### config.mk
export PLATFORM = sky130hd
export DESIGN_NAME = tbm_master
export DESIGN_NICKNAME = d
export VERILOG_FILES = /design/src/verilog/tbm_pkg.sv /design/src/verilog/tbm_master.sv
export VERILOG_INCLUDE_DIRS = /design/src /design/src/verilog
export SDC_FILE = /design/constraint.sdc
export NUM_CORES = 1
export LEC_CHECK = 0
export ABC_AREA = 1
export CAP_MARGIN = 10
export CELL_PAD_IN_SITES_DETAIL_PLACEMENT = 1
export CELL_PAD_IN_SITES_GLOBAL_PLACEMENT = 2
export CORE_MARGIN = 1.5
export CORE_UTILIZATION = 41
export CTS_CLUSTER_DIAMETER = 200
export DETAILED_ROUTE_END_ITERATION = 8
export DONT_BUFFER_PORTS = 1
export PLACE_DENSITY_LB_ADDON = 0.1
export SETUP_SLACK_MARGIN = 0.15
export SYNTH_ARGS = -nofsm -noshare
export SYNTH_HDL_FRONTEND = slang
export SYNTH_SLANG_ARGS = --single-unit
### constraint.sdc
create_clock -name core_clk_i -period 3.2 [get_ports core_clk_i]
set_clock_uncertainty 0.2 [all_clocks]
set_input_delay 0.64 -clock core_clk_i [delete_from_list [all_inputs] [get_ports core_clk_i]]
set_output_delay 0.64 -clock core_clk_i [all_outputs]
set_load 0.03 [all_outputs]
### src/verilog/tbm_consts.svh
// Constants of the two-byte serial bus master: offsets, fields, resets, timing.
// Assumes an 8-bit special function register port with 16-bit addresses.
`ifndef TBM_CONSTS_SVH
`define TBM_CONSTS_SVH

`define TBM_ADR_PEER        16'hff80
`define TBM_ADR_TX_PRI      16'hff81
`define TBM_ADR_TX_SEC      16'hff82
`define TBM_ADR_RX_PRI      16'hff83
`define TBM_ADR_RX_SEC      16'hff84
`define TBM_ADR_CTRL        16'hff85
`define TBM_ADR_IRQ6        16'hff95

`define TBM_RST_BYTE        8'h00

`define TBM_CTRL_TWO_BIT    0
`define TBM_CTRL_GO_BIT     1
`define TBM_CTRL_AERR_BIT   2
`define TBM_IRQ6_FLAG_BIT   2
`define TBM_IRQ6_EN_BIT     3
`define TBM_PEER_DIR_BIT    0

`define TBM_CLK_PERIOD_NS   25
`define TBM_SCL_PERIOD_NS   2500
`define TBM_SLOT_CYC        (`TBM_SCL_PERIOD_NS / `TBM_CLK_PERIOD_NS)
`define TBM_HALF_CYC        (`TBM_SLOT_CYC / 2)
`define TBM_SDA_SET_CYC     (`TBM_SLOT_CYC / 8)
`define TBM_SAMPLE_CYC      ((`TBM_SLOT_CYC * 3) / 4)
`define TBM_LAST_BIT        4'd8

`endif

### src/verilog/tbm_pkg.sv
// Types shared by the two-byte serial bus master.
// Constants live in tbm_consts.svh.
package tbm_pkg;
	typedef enum logic [2:0] {
		TBM_IDLE  = 3'b000,
		TBM_ARM   = 3'b001,
		TBM_START = 3'b010,
		TBM_DATA  = 3'b011,
		TBM_STOP  = 3'b100
	} tbm_state_e;
	typedef logic [7:0] tbm_byte_t;
endpackage

### src/verilog/tbm_master.sv
// Two-byte serial bus master with its special function registers.
// Assumes a 400 kHz time base clock from another domain and open-drain bus pads.
//
// What this block does
// - Acts only as bus master, serial clock at 400 kHz fast mode.
// - A frame carries one or two data bytes, read or write only.
// - Bit slots follow the 400 kHz time base clock; edges inside a slot are counted in processor clocks.
// - Raises completion interrupt on interrupt six line when a transaction finishes.
// - Completion interrupt drops automatically when the next transaction starts.
// - Address register: 7-bit peer address in bits 7..1, direction in bit 0.
// - A write sends the primary transmit byte first.
// - Writing 1 to control bit 1 starts bus activity, after address and data load.
// - Two-byte read with bit 0 set captures a second byte into secondary register.
// - After a two-byte read the second byte stays readable in secondary register.
// - Seven dedicated registers control the master.
// - Acknowledge error sets on a high peer acknowledge bit, clears at next start.
// - Start bit reads as busy, clears at finish; only the interrupt enable loads while busy.
`timescale 1ns/100ps
`include "tbm_consts.svh"

module tbm_master (
	input  wire logic            core_clk_i,
	input  wire logic            rst_b_i,
	input  wire logic            ce_i,
	input  wire logic [15:0]     sfr_addr_i,
	input  wire logic            sfr_wr_i,
	input  wire logic            sfr_rd_i,
	input  wire tbm_pkg::tbm_byte_t sfr_wdata_i,
	output tbm_pkg::tbm_byte_t   sfr_rdata_o,
	output logic                 irq6_o,
	input  wire logic            tb_400k_i,
	input  wire logic            scl_i,
	output logic                 scl_o,
	output logic                 scl_oe_o,
	input  wire logic            sda_i,
	output logic                 sda_o,
	output logic                 sda_oe_o
);
	import tbm_pkg::*;
	localparam logic [6:0] HALF      = 7'(`TBM_HALF_CYC);
	localparam logic [6:0] SDA_SET   = 7'(`TBM_SDA_SET_CYC);
	localparam logic [6:0] SAMPLE    = 7'(`TBM_SAMPLE_CYC);

	tbm_state_e state_ff;
	tbm_byte_t  peer_address_reg_ff;
	tbm_byte_t  primary_tx_byte_ff;
	tbm_byte_t  secondary_tx_byte_ff;
	tbm_byte_t  primary_rx_byte_ff;
	tbm_byte_t  secondary_rx_byte_ff;
	tbm_byte_t  rx_sh_ff;
	tbm_byte_t  cur_tx;
	logic       two_byte_select_ff;
	logic       go_busy_ff;
	logic       ack_error_flag_ff;
	logic       transfer_done_flag_ff;
	logic       transfer_done_irq_enable_ff;
	logic [6:0] ph_ff;
	logic [3:0] bit_idx_ff;
	logic [1:0] byte_idx_ff;
	logic [2:0] tb_sync_ff;
	logic [1:0] sda_sync_ff;
	logic [1:0] scl_sync_ff;
	logic       tick;
	logic       go_req;
	logic       wr_ok;
	logic       is_read;
	logic       last_byte;
	logic       byte_end;
	logic       nack_seen;

	assign scl_o = 1'b0;
	assign sda_o = 1'b0;
	////////////////////////////////////////////////////////////////////////
	// Time base crossing; only the second and third stages feed the edge
	always_ff @(posedge core_clk_i or negedge rst_b_i) begin
		if (!rst_b_i) begin
			tb_sync_ff  <= 3'h0;
			sda_sync_ff <= 2'h3;
			scl_sync_ff <= 2'h3;
		end else if (ce_i) begin
			tb_sync_ff  <= {tb_sync_ff[1:0], tb_400k_i};
			sda_sync_ff <= {sda_sync_ff[0], sda_i};
			scl_sync_ff <= {scl_sync_ff[0], scl_i};
		end
	end
	assign tick = tb_sync_ff[1] & ~tb_sync_ff[2];
	////////////////////////////////////////////////////////////////////////
	// Register port decode
	assign go_req    = ce_i & sfr_wr_i & (sfr_addr_i == `TBM_ADR_CTRL)
		& sfr_wdata_i[`TBM_CTRL_GO_BIT] & ~go_busy_ff;
	// Loads during a frame would corrupt bytes in flight, so they are dropped
	assign wr_ok     = ce_i & sfr_wr_i & ~go_busy_ff;
	assign is_read   = peer_address_reg_ff[`TBM_PEER_DIR_BIT];
	assign last_byte = (byte_idx_ff == (two_byte_select_ff ? 2'd2 : 2'd1));
	assign byte_end  = tick & (state_ff == TBM_DATA) & (bit_idx_ff == `TBM_LAST_BIT);
	always_ff @(posedge core_clk_i or negedge rst_b_i) begin
		if (!rst_b_i) begin
			peer_address_reg_ff  <= `TBM_RST_BYTE;
			primary_tx_byte_ff   <= `TBM_RST_BYTE;
			secondary_tx_byte_ff <= `TBM_RST_BYTE;
			two_byte_select_ff   <= 1'b0;
		end else if (wr_ok) begin
			unique case (sfr_addr_i)
				`TBM_ADR_PEER:   peer_address_reg_ff  <= sfr_wdata_i;
				`TBM_ADR_TX_PRI: primary_tx_byte_ff   <= sfr_wdata_i;
				`TBM_ADR_TX_SEC: secondary_tx_byte_ff <= sfr_wdata_i;
				`TBM_ADR_CTRL:   two_byte_select_ff   <= sfr_wdata_i[`TBM_CTRL_TWO_BIT];
				default: ;
			endcase
		end
	end

	always_ff @(posedge core_clk_i or negedge rst_b_i) begin
		if (!rst_b_i) begin
			transfer_done_irq_enable_ff <= 1'b0;
		end else if (ce_i & sfr_wr_i & (sfr_addr_i == `TBM_ADR_IRQ6)) begin
			transfer_done_irq_enable_ff <= sfr_wdata_i[`TBM_IRQ6_EN_BIT];
		end
	end
	// Registered read data, one cycle after the read strobe
	always_ff @(posedge core_clk_i or negedge rst_b_i) begin
		if (!rst_b_i) begin
			sfr_rdata_o <= `TBM_RST_BYTE;
		end else if (ce_i & sfr_rd_i) begin
			unique case (sfr_addr_i)
				`TBM_ADR_PEER:   sfr_rdata_o <= peer_address_reg_ff;
				`TBM_ADR_TX_PRI: sfr_rdata_o <= primary_tx_byte_ff;
				`TBM_ADR_TX_SEC: sfr_rdata_o <= secondary_tx_byte_ff;
				`TBM_ADR_RX_PRI: sfr_rdata_o <= primary_rx_byte_ff;
				`TBM_ADR_RX_SEC: sfr_rdata_o <= secondary_rx_byte_ff;
				`TBM_ADR_CTRL:   sfr_rdata_o <= {5'h00, ack_error_flag_ff, go_busy_ff,
					two_byte_select_ff};
				`TBM_ADR_IRQ6:   sfr_rdata_o <= {4'h0, transfer_done_irq_enable_ff,
					transfer_done_flag_ff, 2'h0};
				default:         sfr_rdata_o <= `TBM_RST_BYTE;
			endcase
		end
	end

	////////////////////////////////////////////////////////////////////////
	// Frame sequencer, advanced once per 400 kHz slot
	always_ff @(posedge core_clk_i or negedge rst_b_i) begin
		if (!rst_b_i) begin
			state_ff    <= TBM_IDLE;
			bit_idx_ff  <= 4'h0;
			byte_idx_ff <= 2'h0;
		end else if (ce_i) begin
			unique case (state_ff)
				TBM_IDLE: if (go_req) state_ff <= TBM_ARM;
				TBM_ARM: if (tick) state_ff <= TBM_START;
				TBM_START: if (tick) begin
					state_ff    <= TBM_DATA;
					bit_idx_ff  <= 4'h0;
					byte_idx_ff <= 2'h0;
				end
				TBM_DATA: if (tick) begin
					if (bit_idx_ff != `TBM_LAST_BIT) begin
						bit_idx_ff <= bit_idx_ff + 4'h1;
					end else if (last_byte | nack_seen) begin
						state_ff <= TBM_STOP;
					end else begin
						bit_idx_ff  <= 4'h0;
						byte_idx_ff <= byte_idx_ff + 2'h1;
					end
				end
				TBM_STOP: if (tick) state_ff <= TBM_IDLE;
				default: state_ff <= TBM_IDLE;
			endcase
		end
	end
	always_ff @(posedge core_clk_i or negedge rst_b_i) begin
		if (!rst_b_i) begin
			ph_ff <= 7'h7f;
		end else if (ce_i) begin
			if (tick) begin
				ph_ff <= 7'h00;
			end else if (ph_ff != 7'h7f) begin
				ph_ff <= ph_ff + 7'h01;
			end
		end
	end

	////////////////////////////////////////////////////////////////////////
	// Status: busy, acknowledge error, completion flag
	always_ff @(posedge core_clk_i or negedge rst_b_i) begin
		if (!rst_b_i) begin
			go_busy_ff <= 1'b0;
		end else if (ce_i) begin
			if (go_req) begin
				go_busy_ff <= 1'b1;
			end else if (tick & (state_ff == TBM_STOP)) begin
				go_busy_ff <= 1'b0;
			end
		end
	end
	// Ack slot of the address byte, or of any written byte
	assign nack_seen = ack_error_flag_ff;
	always_ff @(posedge core_clk_i or negedge rst_b_i) begin
		if (!rst_b_i) begin
			ack_error_flag_ff <= 1'b0;
		end else if (ce_i) begin
			if (go_req) begin
				ack_error_flag_ff <= 1'b0;
			end else if ((state_ff == TBM_DATA) & (bit_idx_ff == `TBM_LAST_BIT)
				& (ph_ff == SAMPLE) & (~is_read | (byte_idx_ff == 2'd0))
				& sda_sync_ff[1]) begin
				ack_error_flag_ff <= 1'b1;
			end
		end
	end

	always_ff @(posedge core_clk_i or negedge rst_b_i) begin
		if (!rst_b_i) begin
			transfer_done_flag_ff <= 1'b0;
		end else if (ce_i) begin
			if (tick & (state_ff == TBM_STOP)) begin
				transfer_done_flag_ff <= 1'b1;
			end else if (go_req) begin
				transfer_done_flag_ff <= 1'b0;
			end
		end
	end
	always_ff @(posedge core_clk_i or negedge rst_b_i) begin
		if (!rst_b_i) begin
			irq6_o <= 1'b0;
		end else if (ce_i) begin
			irq6_o <= transfer_done_flag_ff & transfer_done_irq_enable_ff;
		end
	end
	////////////////////////////////////////////////////////////////////////
	// Receive path
	always_ff @(posedge core_clk_i or negedge rst_b_i) begin
		if (!rst_b_i) begin
			rx_sh_ff             <= `TBM_RST_BYTE;
			primary_rx_byte_ff   <= `TBM_RST_BYTE;
			secondary_rx_byte_ff <= `TBM_RST_BYTE;
		end else if (ce_i) begin
			if ((state_ff == TBM_DATA) & (ph_ff == SAMPLE) & (bit_idx_ff != `TBM_LAST_BIT)) begin
				rx_sh_ff <= {rx_sh_ff[6:0], sda_sync_ff[1]};
			end
			if (byte_end & is_read & (byte_idx_ff == 2'd1)) begin
				primary_rx_byte_ff <= rx_sh_ff;
			end
			if (byte_end & is_read & (byte_idx_ff == 2'd2)) begin
				secondary_rx_byte_ff <= rx_sh_ff;
			end
		end
	end
	////////////////////////////////////////////////////////////////////////
	// Pad drive; the serial clock is only ever pulled low, never driven high
	always_comb begin
		unique case (byte_idx_ff)
			2'd0:    cur_tx = peer_address_reg_ff;
			2'd1:    cur_tx = primary_tx_byte_ff;
			default: cur_tx = secondary_tx_byte_ff;
		endcase
	end
	always_ff @(posedge core_clk_i or negedge rst_b_i) begin
		if (!rst_b_i) begin
			scl_oe_o <= 1'b0;
			sda_oe_o <= 1'b0;
		end else if (ce_i) begin
			unique case (state_ff)
				TBM_START: begin
					scl_oe_o <= 1'b0;
					sda_oe_o <= (ph_ff >= HALF);
				end
				TBM_DATA: begin
					scl_oe_o <= (ph_ff < HALF);
					if (ph_ff == SDA_SET) begin
						if (bit_idx_ff == `TBM_LAST_BIT) begin
							sda_oe_o <= is_read & (byte_idx_ff != 2'd0) & ~last_byte;
						end else if (is_read & (byte_idx_ff != 2'd0)) begin
							sda_oe_o <= 1'b0;
						end else begin
							sda_oe_o <= ~cur_tx[3'(7 - bit_idx_ff)];
						end
					end
				end
				TBM_STOP: begin
					scl_oe_o <= (ph_ff < HALF);
					if (ph_ff == SDA_SET) begin
						sda_oe_o <= 1'b1;
					end else if (ph_ff == SAMPLE) begin
						sda_oe_o <= 1'b0;
					end
				end
				default: begin
					scl_oe_o <= 1'b0;
					sda_oe_o <= 1'b0;
				end
			endcase
		end
	end
	////////////////////////////////////////////////////////////////////////
	// Checks
	a_done_at_stop: assert property (@(posedge core_clk_i) disable iff (!rst_b_i)
		(ce_i & tick & (state_ff == TBM_STOP)) |=> (transfer_done_flag_ff & ~go_busy_ff))
		else $error("done flag or busy wrong after stop");
	a_start_clears: assert property (@(posedge core_clk_i) disable iff (!rst_b_i)
		go_req |=> (~transfer_done_flag_ff & ~ack_error_flag_ff & go_busy_ff))
		else $error("start did not clear status");
	a_irq_masked: assert property (@(posedge core_clk_i) disable iff (!rst_b_i)
		(ce_i & ~transfer_done_irq_enable_ff) |=> ~irq6_o)
		else $error("interrupt seen while masked");
	a_idle_release: assert property (@(posedge core_clk_i) disable iff (!rst_b_i)
		(state_ff == TBM_IDLE)[*2] |-> (~scl_oe_o & ~sda_oe_o))
		else $error("bus driven while idle");
	a_start_cond: assert property (@(posedge core_clk_i) disable iff (!rst_b_i)
		((state_ff == TBM_START) & (ph_ff == 7'd60)) |-> (~scl_oe_o & sda_oe_o))
		else $error("start condition wrong");
	a_scl_low_half: assert property (@(posedge core_clk_i) disable iff (!rst_b_i)
		((state_ff == TBM_DATA) & (ph_ff > 7'd1) & (ph_ff < 7'd40)) |-> scl_oe_o)
		else $error("serial clock not low in first half");
	a_nack_flag: assert property (@(posedge core_clk_i) disable iff (!rst_b_i)
		(ce_i & (state_ff == TBM_DATA) & (bit_idx_ff == 4'd8) & (ph_ff == SAMPLE)
		& ~is_read & sda_sync_ff[1]) |=> ack_error_flag_ff)
		else $error("missed acknowledge error");
	a_rx_second: assert property (@(posedge core_clk_i) disable iff (!rst_b_i)
		(ce_i & byte_end & is_read & (byte_idx_ff == 2'd2))
		|=> (secondary_rx_byte_ff == $past(rx_sh_ff)))
		else $error("second byte not captured");
	a_busy_lock: assert property (@(posedge core_clk_i) disable iff (!rst_b_i)
		(go_busy_ff & sfr_wr_i & (sfr_addr_i == `TBM_ADR_PEER))
		|=> $stable(peer_address_reg_ff))
		else $error("address changed while busy");
	a_slot_ends: assert property (@(posedge core_clk_i) disable iff (!rst_b_i)
		(ce_i & tick & (state_ff == TBM_ARM)) |=> ((state_ff == TBM_START) & (ph_ff == 7'h00)))
		else $error("frame did not open on time base edge");

endmodule

# Yosys cells after proc, flatten, opt, wreduce, memory -nomap -nowiden
# Index checks and enable logic that the tools add are counted.
# totals
reg_bits	85
latchBits	0
ramBits	0
rom_bits	0
in_bits	32
out_inout_bits	13
elab_cells	148
memories	0
# op_classes
add_sub_neg	4
multipliers	0
div	0
n_lt_le_gt_ge	3
n_eq_ne	30
shifts	0
mux	38
bitwise_logic	30
n_reduce_logical	22
# op_table
operator	n
$eq 16x16->1 const B	7
$pmux 8 s7	1
$and 1x1->1	23
$mux 3	7
$reduce_and 2->1	10
$mux 4	4
$ne 2x2->1 const B	8
$pmux 8 s2	1
$pmux 3 s5	1
$mux 7	2
$mux 1	13
$mux 2	5
$reduce_bool 2->1	5
$pmux 4 s2	1
$reduce_and 8->1	1
$add 7x1->7 const B	1
$eq 7x4->1 const B	1
$eq 7x7->1 const B	1
$ge 7x6->1 const B	1
$lt 7x6->1 const B	1
$ne 7x7->1 const B	1
$eq 3x2->1 const B	2
$reduce_and 6->1	1
$not 1->1	5
23 further kinds	24

# Logic depth before layout (Yosys ltp)
# Gate-level depths: netlist (run 1).
# depth
ltp_word	9
mapped_depth	14
ltp_nobuf	13

# Least setup slack after synthesis (run 1)
# OpenSTA, ideal clock, no wires.
# synth_path
path_kind	input port to flip-flop
start	input port sfr_addr_i[6]
end	register peer_address_reg_ff[5]
setup_ps	119
t_arrival_ps	1642
required_time_ps	2881
path_slack_ps	1239
cell_stages	9
path_buffers	1
path_cell_list	inv_1 -> nand4_4 -> inv_2 -> nand2_1 -> nor3_2 -> nand2_2 -> buf_6 -> nand2_2 -> o21ai_2
# synth_between
elab_chain_len	2
# synth_lines
item	line_no	text
from (decl)	tbm_master.sv:25	input wire logic [15:0] sfr_addr_i,
$eq 16x16->1	tbm_master.sv:103	unique case (sfr_addr_i)
$reduce_and 2->1 (no line)	-	
to (signal assigned)	tbm_master.sv:98	peer_address_reg_ff <= `TBM_RST_BYTE;
to (signal assigned)	tbm_master.sv:104	`TBM_ADR_PEER: peer_address_reg_ff <= sfr_wdata_i;
to (decl)	tbm_master.sv:45	tbm_byte_t peer_address_reg_ff;
# Every way passes these cells.
# A chain may end at the register's enable or synchronous reset.

# Worst setup path in the final report (run 1)
# layout_path
start	register bit_idx_ff[0]
end	register bit_idx_ff[2]
# layout_between
elab_chain_len	4
elab_cells_between_ends	7
classes_between	add/sub: 1; eq/ne: 2; mux: 3; reduce/logical: 1
# layout_lines
item	line_no	text
from (decl)	tbm_master.sv:58	logic [3:0] bit_idx_ff;
from (signal assigned)	tbm_master.sv:158	bit_idx_ff <= bit_idx_ff + 4'h1;
$add 4x1->4 or $ne 4x4->1 (tied branches)	-	
$mux 4	tbm_master.sv:157	if (bit_idx_ff != `TBM_LAST_BIT) begin
$mux 4	tbm_master.sv:156	TBM_DATA: if (tick) begin
$pmux 4 s2	tbm_master.sv:148	unique case (state_ff)
# Several ways; a longest one is shown, not always the timed one. The select of a mux whose other input is x is not followed.

==> impl_metrics.py, run 1 <==
metrics = {
    "sta": {
        "rsz0062_at_grt": "no",
        "tns_ns": 0,
        "finalSetupViolations": 0,
        "hold_viol": 0,
        "slew_viol_final": 0,
        "clock.fmax_mhz": 426,
        "relSlewSlack": 0.604,
        "tightestPinTransition_ns": 0.591,
        "layout_setup_ws_ns": 0.852,
        "fin_crit_sh": 0.734,
        "period_needed_ns": 2.35,
    },
    "final_layout": {
        "fin_nets": 606,
        "drive_gt1_frac": 0.149,
        "mostFrequentLayoutCells": "nand2_1 (151), nand3_1 (78), dfrtp_1 (76), inv_1 (51), o21ai_0 (32)",
        "syn2layout_area_growth_pct": 8.03,
        "fin_util": 0.456,
        "layout_commonest_cell": "nand2_1",
        "diodes": 0,
    },
    "worst_setup_path": {
        "regToRegStartpoint": "bit_idx_ff[0]$_DFFE_PN0P_",
        "worstPathMaxFanout": 8,
        "path_class": "reg -> reg",
        "cp-start-kind": "flop",
        "worst_path_most_repeated_cell": "nand3_2",
        "endpoint_kind": "flop",
        "worstPathArrival_ns": 2.41,
        "max_stage_delay_ns": 0.53,
        "rr_worst_depth": 9,
        "r2r_slack_ns": 0.85,
        "worstPathRequired_ns": 3.26,
        "slowest_stage": "dfrtp_1",
        "reg2reg_to": "bit_idx_ff[2]$_DFFE_PN0P_",
        "path_cells": "clkinv_1, ha_1, nand3_2, nor2_1, nand2_1, nand3_2, nor2_2, a21oi_1, o21a_1",
        "setup.worst_path.start": "bit_idx_ff[0]$_DFFE_PN0P_",
    },
    "worst_hold_path": {
        "holdPathStages": 1,
        "hp-start": "ce_i",
        "hold_path.class": "in -> reg",
        "hold_path_end": "sda_sync_ff[1]$_DFFE_PN1P_",
    },
    "drt": {
        "finalWirelength_um": 12300,
        "vias": 3787,
        "drt-vias-per-instance": 5.33,
        "first_pass_iters": 6,
        "ant_nets": 0,
        "routedWlPerCell_um": 17.3,
        "initialDrtViolationCount": 189,
        "drc": 0,
    },
    "synth": {
        "synth_edf_count": 0,
        "synthCells": 565,
        "syn_avg_cell_area_um2": 8.14,
        "synth-main-ff-cell": "dfrtp_1",
        "ys_seq_area_frac": 0.465,
        "ys_ff_latch": 85,
        "yosysWarnings": 0,
        "async_flop_share": 1.00,
        "synth_area_um2": 4600,
        "ys_types": 41,
    },
    "floorplan": {
        "die_area_um2": 11900,
        "rows": 38,
        "core-area_um2": 10900,
        "die_x_um": 109,
        "start_util": 0.422,
        "die_height_um": 109,
        "io-pin-count": 45,
    },
    "power_and_ir_drop": {
        "ir_drop_uv": 271,
        "leakage_uw": 0.00226,
        "power.density_nw_per_um2": 583,
    },
    "global_route": {
        "track_usage": 0.225,
        "grt_max_degree": 86,
        "grt_pass1_wl_um": 20400,
        "grt_pass1_vias": 3903,
        "grt_overflow": 0,
        "antenna_found_initial": 0,
    },
    "place": {
        "place_hpwl_um": 8920,
        "gp_congestion": 0.797,
        "io_buffer_count": 0,
        "pre_cts_slack_ns": 0.809,
    },
    "status": {
        "outcome": "finished clean",
    },
    "cts": {
        "cts_hold_buf": 2,
        "cts_sinks": 85,
        "cts_resized": 0,
        "clock_path_buffers": 2,
        "post_cts_buffers": 0,
        "cts_inserted_buffers": 9,
        "cts_max_level": 3,
        "clkTransAtPathRegs_ns": 0.09,
        "cts_tree": "yes",
        "cts_root_buf": "clkbuf_8",
        "clock_latency_ns": 0.37,
    },
    "run": {
        "cap_violations": 0,
    },
}
## worst max-delay path by stage
stage                                                    end  cells after the start
after CTS                          bit_idx_ff[2]$_DFFE_PN0P_                      9
after detailed placement  peer_address_reg_ff[2]$_DFFE_PN0P_                      8
after global placement    peer_address_reg_ff[4]$_DFFE_PN0P_                      8
after floorplan           peer_address_reg_ff[5]$_DFFE_PN0P_                      9
final                              bit_idx_ff[2]$_DFFE_PN0P_                      9
after global routing              byte_idx_ff[0]$_DFFE_PN0P_                      9
## synthesized netlist by cell type (2+ instances only)
master / instances / area [um2]
nor3_2: 4 / 40.0
nand2_2: 4 / 25.0
ha_1: 8 / 100
buf_1: 2 / 7.51
nand2_1: 151 / 567
dfrtp_1: 76 / 1900
a21oi_1: 17 / 85.1
inv_1: 51 / 191
nand4_1: 6 / 37.5
nor2_4: 5 / 56.3
nand3_1: 78 / 390
or2_2: 2 / 12.5
nor2_1: 23 / 86.3
nor2_2: 4 / 25.0
nand3_2: 6 / 60.1
nor3_1: 4 / 20.0
nand4_4: 2 / 42.5
nor3_4: 2 / 32.5
dfstp_2: 9 / 236
inv_2: 7 / 26.3
buf_6: 2 / 22.5
o21ai_1: 23 / 115
buf_2: 9 / 45.0
and3_1: 5 / 31.3
buf_4: 2 / 15.0
o21ai_0: 32 / 160
a31oi_1: 2 / 12.5
o21ai_2: 16 / 140
## kinds of logic after synthesis
family,synth area share
compound gates,0.120
simple gates,0.324
flops,0.465
fa+ha+maj,0.0218
buf+inv,0.0686
other cells,0.000816
## per-layer routing
| metal | global-route usage | share of wire |
|---|---|---|
| met1 | 0.305 | 0.47 |
| met4 | 0.0564 | 0.0098 |
| met3 | 0.0496 | 0.041 |
| met2 | 0.366 | 0.48 |
| met5 | 0 | 0 |
## where the power goes
part / leakage, uW / total [uW] / switching [uW] / internal (uW)
sequential: 0.00112 / 1340 / 152 / 1190
clock: 0.000114 / 875 / 411 / 465
combinational: 0.00103 / 681 / 467 / 214
## final cells by class
class / count / area [um2]
Multi-Input combinational cell: 406 / 2150
Inverter: 59 / 221
Clock buffer: 11 / 141
Clock inverter: 5 / 82.6
Tap cell: 140 / 175
Timing Repair Buffer: 5 / 60.1
Fill cell: 1329 / 5920
Sequential cell: 85 / 2140
## state kept, by name, summed over array words and instances (netlist names), 2 cells and up
| register | cells |
|---|---|
| peer_address_reg_ff | 8 |
| primary_rx_byte_ff | 8 |
| primary_tx_byte_ff | 8 |
| rx_sh_ff | 8 |
| secondary_rx_byte_ff | 8 |
| secondary_tx_byte_ff | 8 |
| sfr_rdata_o | 8 |
| ph_ff | 7 |
| bit_idx_ff | 4 |
| state_ff | 3 |
| tb_sync_ff | 3 |
| byte_idx_ff | 2 |
| sda_sync_ff | 2 |
## critical path: cells and delay by family, from the launching register on
| family | cells | cell delay, ns |
|---|---|---|
| simple gates | 5 | 0.68 |
| flops | 1 | 0.53 |
| buf+inv | 1 | 0.34 |
| fa+ha+maj | 1 | 0.31 |
| compound gates | 2 | 0.19 |
## stage by stage
| stage | hold WS (ns) | std cells | total power, uW | instance area, um2 |
|---|---|---|---|---|
| after floorplan | 0.144 | 566 | 1810 | 4600 |
| after detailed placement | 0.147 | 693 | 2020 | 4710 |
| after global routing | 0.131 | 711 | 3080 | 4970 |
| final | 0.139 | 711 | 2900 | 4970 |
| after global placement | 0.147 | 693 | 1990 | 4710 |
| after CTS | 0.114 | 711 | 2940 | 4970 |
Power figures use the tool's default switching activity.
==> run 2, diff against run 1 <==
--- a/config.mk
+++ b/config.mk
@@ -11,7 +11,7 @@
 export CELL_PAD_IN_SITES_DETAIL_PLACEMENT = 1
 export CELL_PAD_IN_SITES_GLOBAL_PLACEMENT = 2
 export CORE_MARGIN = 1.5
-export CORE_UTILIZATION = 41
+export CORE_UTILIZATION = 38
 export CTS_CLUSTER_DIAMETER = 200
 export DETAILED_ROUTE_END_ITERATION = 8
 export DONT_BUFFER_PORTS = 1
==> constraint.sdc (replaced) <==
create_clock -name core_clk_i -period 2.4 [get_ports core_clk_i]
set_clock_uncertainty 0.2 [all_clocks]
set_input_delay 0.48 -clock core_clk_i [delete_from_list [all_inputs] [get_ports core_clk_i]]
set_output_delay 0.48 -clock core_clk_i [all_outputs]
set_load 0.03 [all_outputs]
==> run 2 against run 1 <==
Against the previous run: the flow now finishes with violations (negative hold slack); non-clock buffer count is 4 higher; largest cell class unchanged; routed wire length is 0.85% lower; global-route usage is 1.4 points lower; utilization is 1.7 points lower; final cell count is 0.98% higher; cell area is 2.7% higher; hold slack worse by 0.51 ns; largest power group unchanged; critical path type unchanged; register-to-register slack worse by 0.51 ns; sequential share of layout area is 1.1 points lower; clock-buffer cell count is 2 higher; die area is 7.7% higher.
==> impl_metrics.py, run 2 (synthesis results as in run 1) <==
metrics = {
    "cts": {
        "cts_hold_buf": 1,
        "clock_path_buffers": 2,
        "clkTransAtPathRegs_ns": 0.06,
        "cts_sinks": 85,
        "post_cts_buffers": 0,
        "cts_max_level": 3,
        "cts_root_buf": "clkbuf_16",
        "cts_tree": "yes",
        "cts_inserted_buffers": 9,
        "clock_latency_ns": 0.35,
    },
    "global_route": {
        "grt_overflow": 0,
        "busiest_layer": "met2",
        "grt_pass1_wl_um": 21100,
        "grtUsageMet2": 0.331,
        "grtUsageMet1": 0.289,
        "grt_max_degree": 86,
        "grt_pass1_vias": 4039,
        "antenna_found_initial": 0,
        "grtUsageMet3": 0.0450,
        "track_usage": 0.212,
    },
    "worst_setup_path": {
        "endpoint_kind": "flop",
        "worstPathMaxFanout": 7,
        "path_class": "reg -> reg",
        "cp-start-kind": "flop",
        "setup.worst_path.start": "byte_idx_ff[0]$_DFFE_PN0P_",
        "worstPathRequired_ns": 2.48,
        "worstPathArrival_ns": 2.14,
        "regToRegStartpoint": "byte_idx_ff[0]$_DFFE_PN0P_",
    },
    "power_and_ir_drop": {
        "power_frac_seq": 0.415,
        "comb_power_share": 0.220,
        "switching_share": 0.324,
        "p_int_uw": 2880,
        "clock_power_share": 0.364,
        "ir_drop_uv": 355,
        "power.density_nw_per_um2": 836,
        "power_uw": 4270,
        "leakage_uw": 0.00232,
        "switchingPower_uw": 1380,
    },
    "drt": {
        "finalWirelength_um": 12200,
        "vias": 3799,
        "routedWlPerCell_um": 17.0,
        "ant_nets": 0,
        "drt-vias-per-instance": 5.29,
        "initialDrtViolationCount": 170,
        "drc": 0,
        "first_pass_iters": 4,
    },
    "floorplan": {
        "io-pin-count": 45,
        "core-area_um2": 11600,
        "start_util": 0.396,
        "rows": 39,
        "die_height_um": 113,
        "die_area_um2": 12800,
        "die_x_um": 113,
    },
    "run": {
        "cap_violations": 0,
    },
    "sta": {
        "slew_viol_final": 0,
        "clock.fmax_mhz": 486,
        "finalSetupViolations": 0,
        "fin_crit_sh": 0.858,
        "hold_viol": 85,
        "whs_ns": -0.376,
        "layout_setup_ws_ns": 0.340,
        "tns_ns": 0,
        "period_needed_ns": 2.06,
        "rsz0062_at_grt": "yes",
    },
    "place": {
        "place_hpwl_um": 8790,
        "pre_cts_slack_ns": 0.235,
        "io_buffer_count": 0,
        "gp_congestion": 0.790,
    },
    "final_layout": {
        "multi_input_area_um2": 2150,
        "syn2layout_area_growth_pct": 11.0,
        "fillers": 1434,
        "layout_commonest_cell": "nand2_1",
        "seq_area_um2": 2140,
        "drive_gt1_frac": 0.153,
        "mostFrequentLayoutCells": "nand2_1 (151), nand3_1 (78), dfrtp_1 (76), inv_1 (51), o21ai_0 (32)",
        "diodes": 0,
        "fin_nets": 610,
    },
    "status": {
        "outcome": "complete, but fails checks",
        "violations": "negative hold slack",
    },
    "worst_hold_path": {
        "hold_path.class": "in -> async",
    },
}
[run 2: per-stage QoR]
stage | cells | instance area (um2) | utilization | hold slack [ns]
CTS | 718 | 5100 | 0.439 | -0.384
global route | 718 | 5100 | 0.439 | -0.389
detailed placement | 701 | 4760 | 0.410 | -0.0123
finish | 718 | 5100 | 0.439 | -0.376
floorplan | 566 | 4600 | - | -0.0156
global placement | 701 | 4760 | 0.410 | -0.0123
[run 2: path summary, 6_finish.rpt]
path | endpoint | slack [ns] | cells after the start
max in group asynchronous | ph_ff[0]$_DFFE_PN1P_ | 2.19 | 0
worst max-delay path | sda_oe_o$_DFFE_PN0P_ | 0.34 | 12
worst max register to register | sda_oe_o$_DFFE_PN0P_ | 0.34 | 12
worst min-delay path | sda_oe_o$_DFFE_PN0P_ | -0.38 | 0
min in group core_clk_i | sda_sync_ff[0]$_DFFE_PN1P_ | 0.02 | 2
worst min register to register | sda_sync_ff[0]$_DFFE_PN1P_ | 0.26 | 2
[run 2: cell type report]
class / count / area share
multi-input combinational: 406 / 0.422
sequential: 85 / 0.419
clock buffer: 13 / 0.0510
inverter: 59 / 0.0434
tap: 143 / 0.0351
timing repair buffer: 9 / 0.0162
clock inverter: 3 / 0.0132
[run 2: metal layers]
layer  wire [um]  part of all wire
met1        5980              0.49
met2        5410              0.44
met3         555             0.046
met4         238             0.020
met5           0                 0
[run 2: what timing repair did]
action | in CTS | in global routing
resized for setup | 0 | 1
hold endpoints to repair | 86 | 85
endpoints found under the setup margin | 0 | 9
[run 2: worst max-delay path, stage by stage (launching register included)]
cell and delay, ns:
dfrtp_1 0.38, inv_1 0.11, ha_1 0.29, buf_4 0.20, a21oi_1 0.12, nand3_1 0.09, nand3_1 0.09, nand3_1 0.11
nand2_1 0.09, nand2_1 0.05, nand2_1 0.06, nand2_1 0.07, a21oi_1 0.12
[run 2: power groups by stage]
stage | Combinational, uW | Sequential (uW) | Clock, uW
5_1_grt | 1090 | 1790 | 1640
3_3_place_gp | 905 | 1790 | 0
2_1_floorplan | 664 | 1760 | 0
4_1_cts | 938 | 1770 | 1580
3_5_place_dp | 925 | 1800 | 0
6_report | 940 | 1770 | 1550
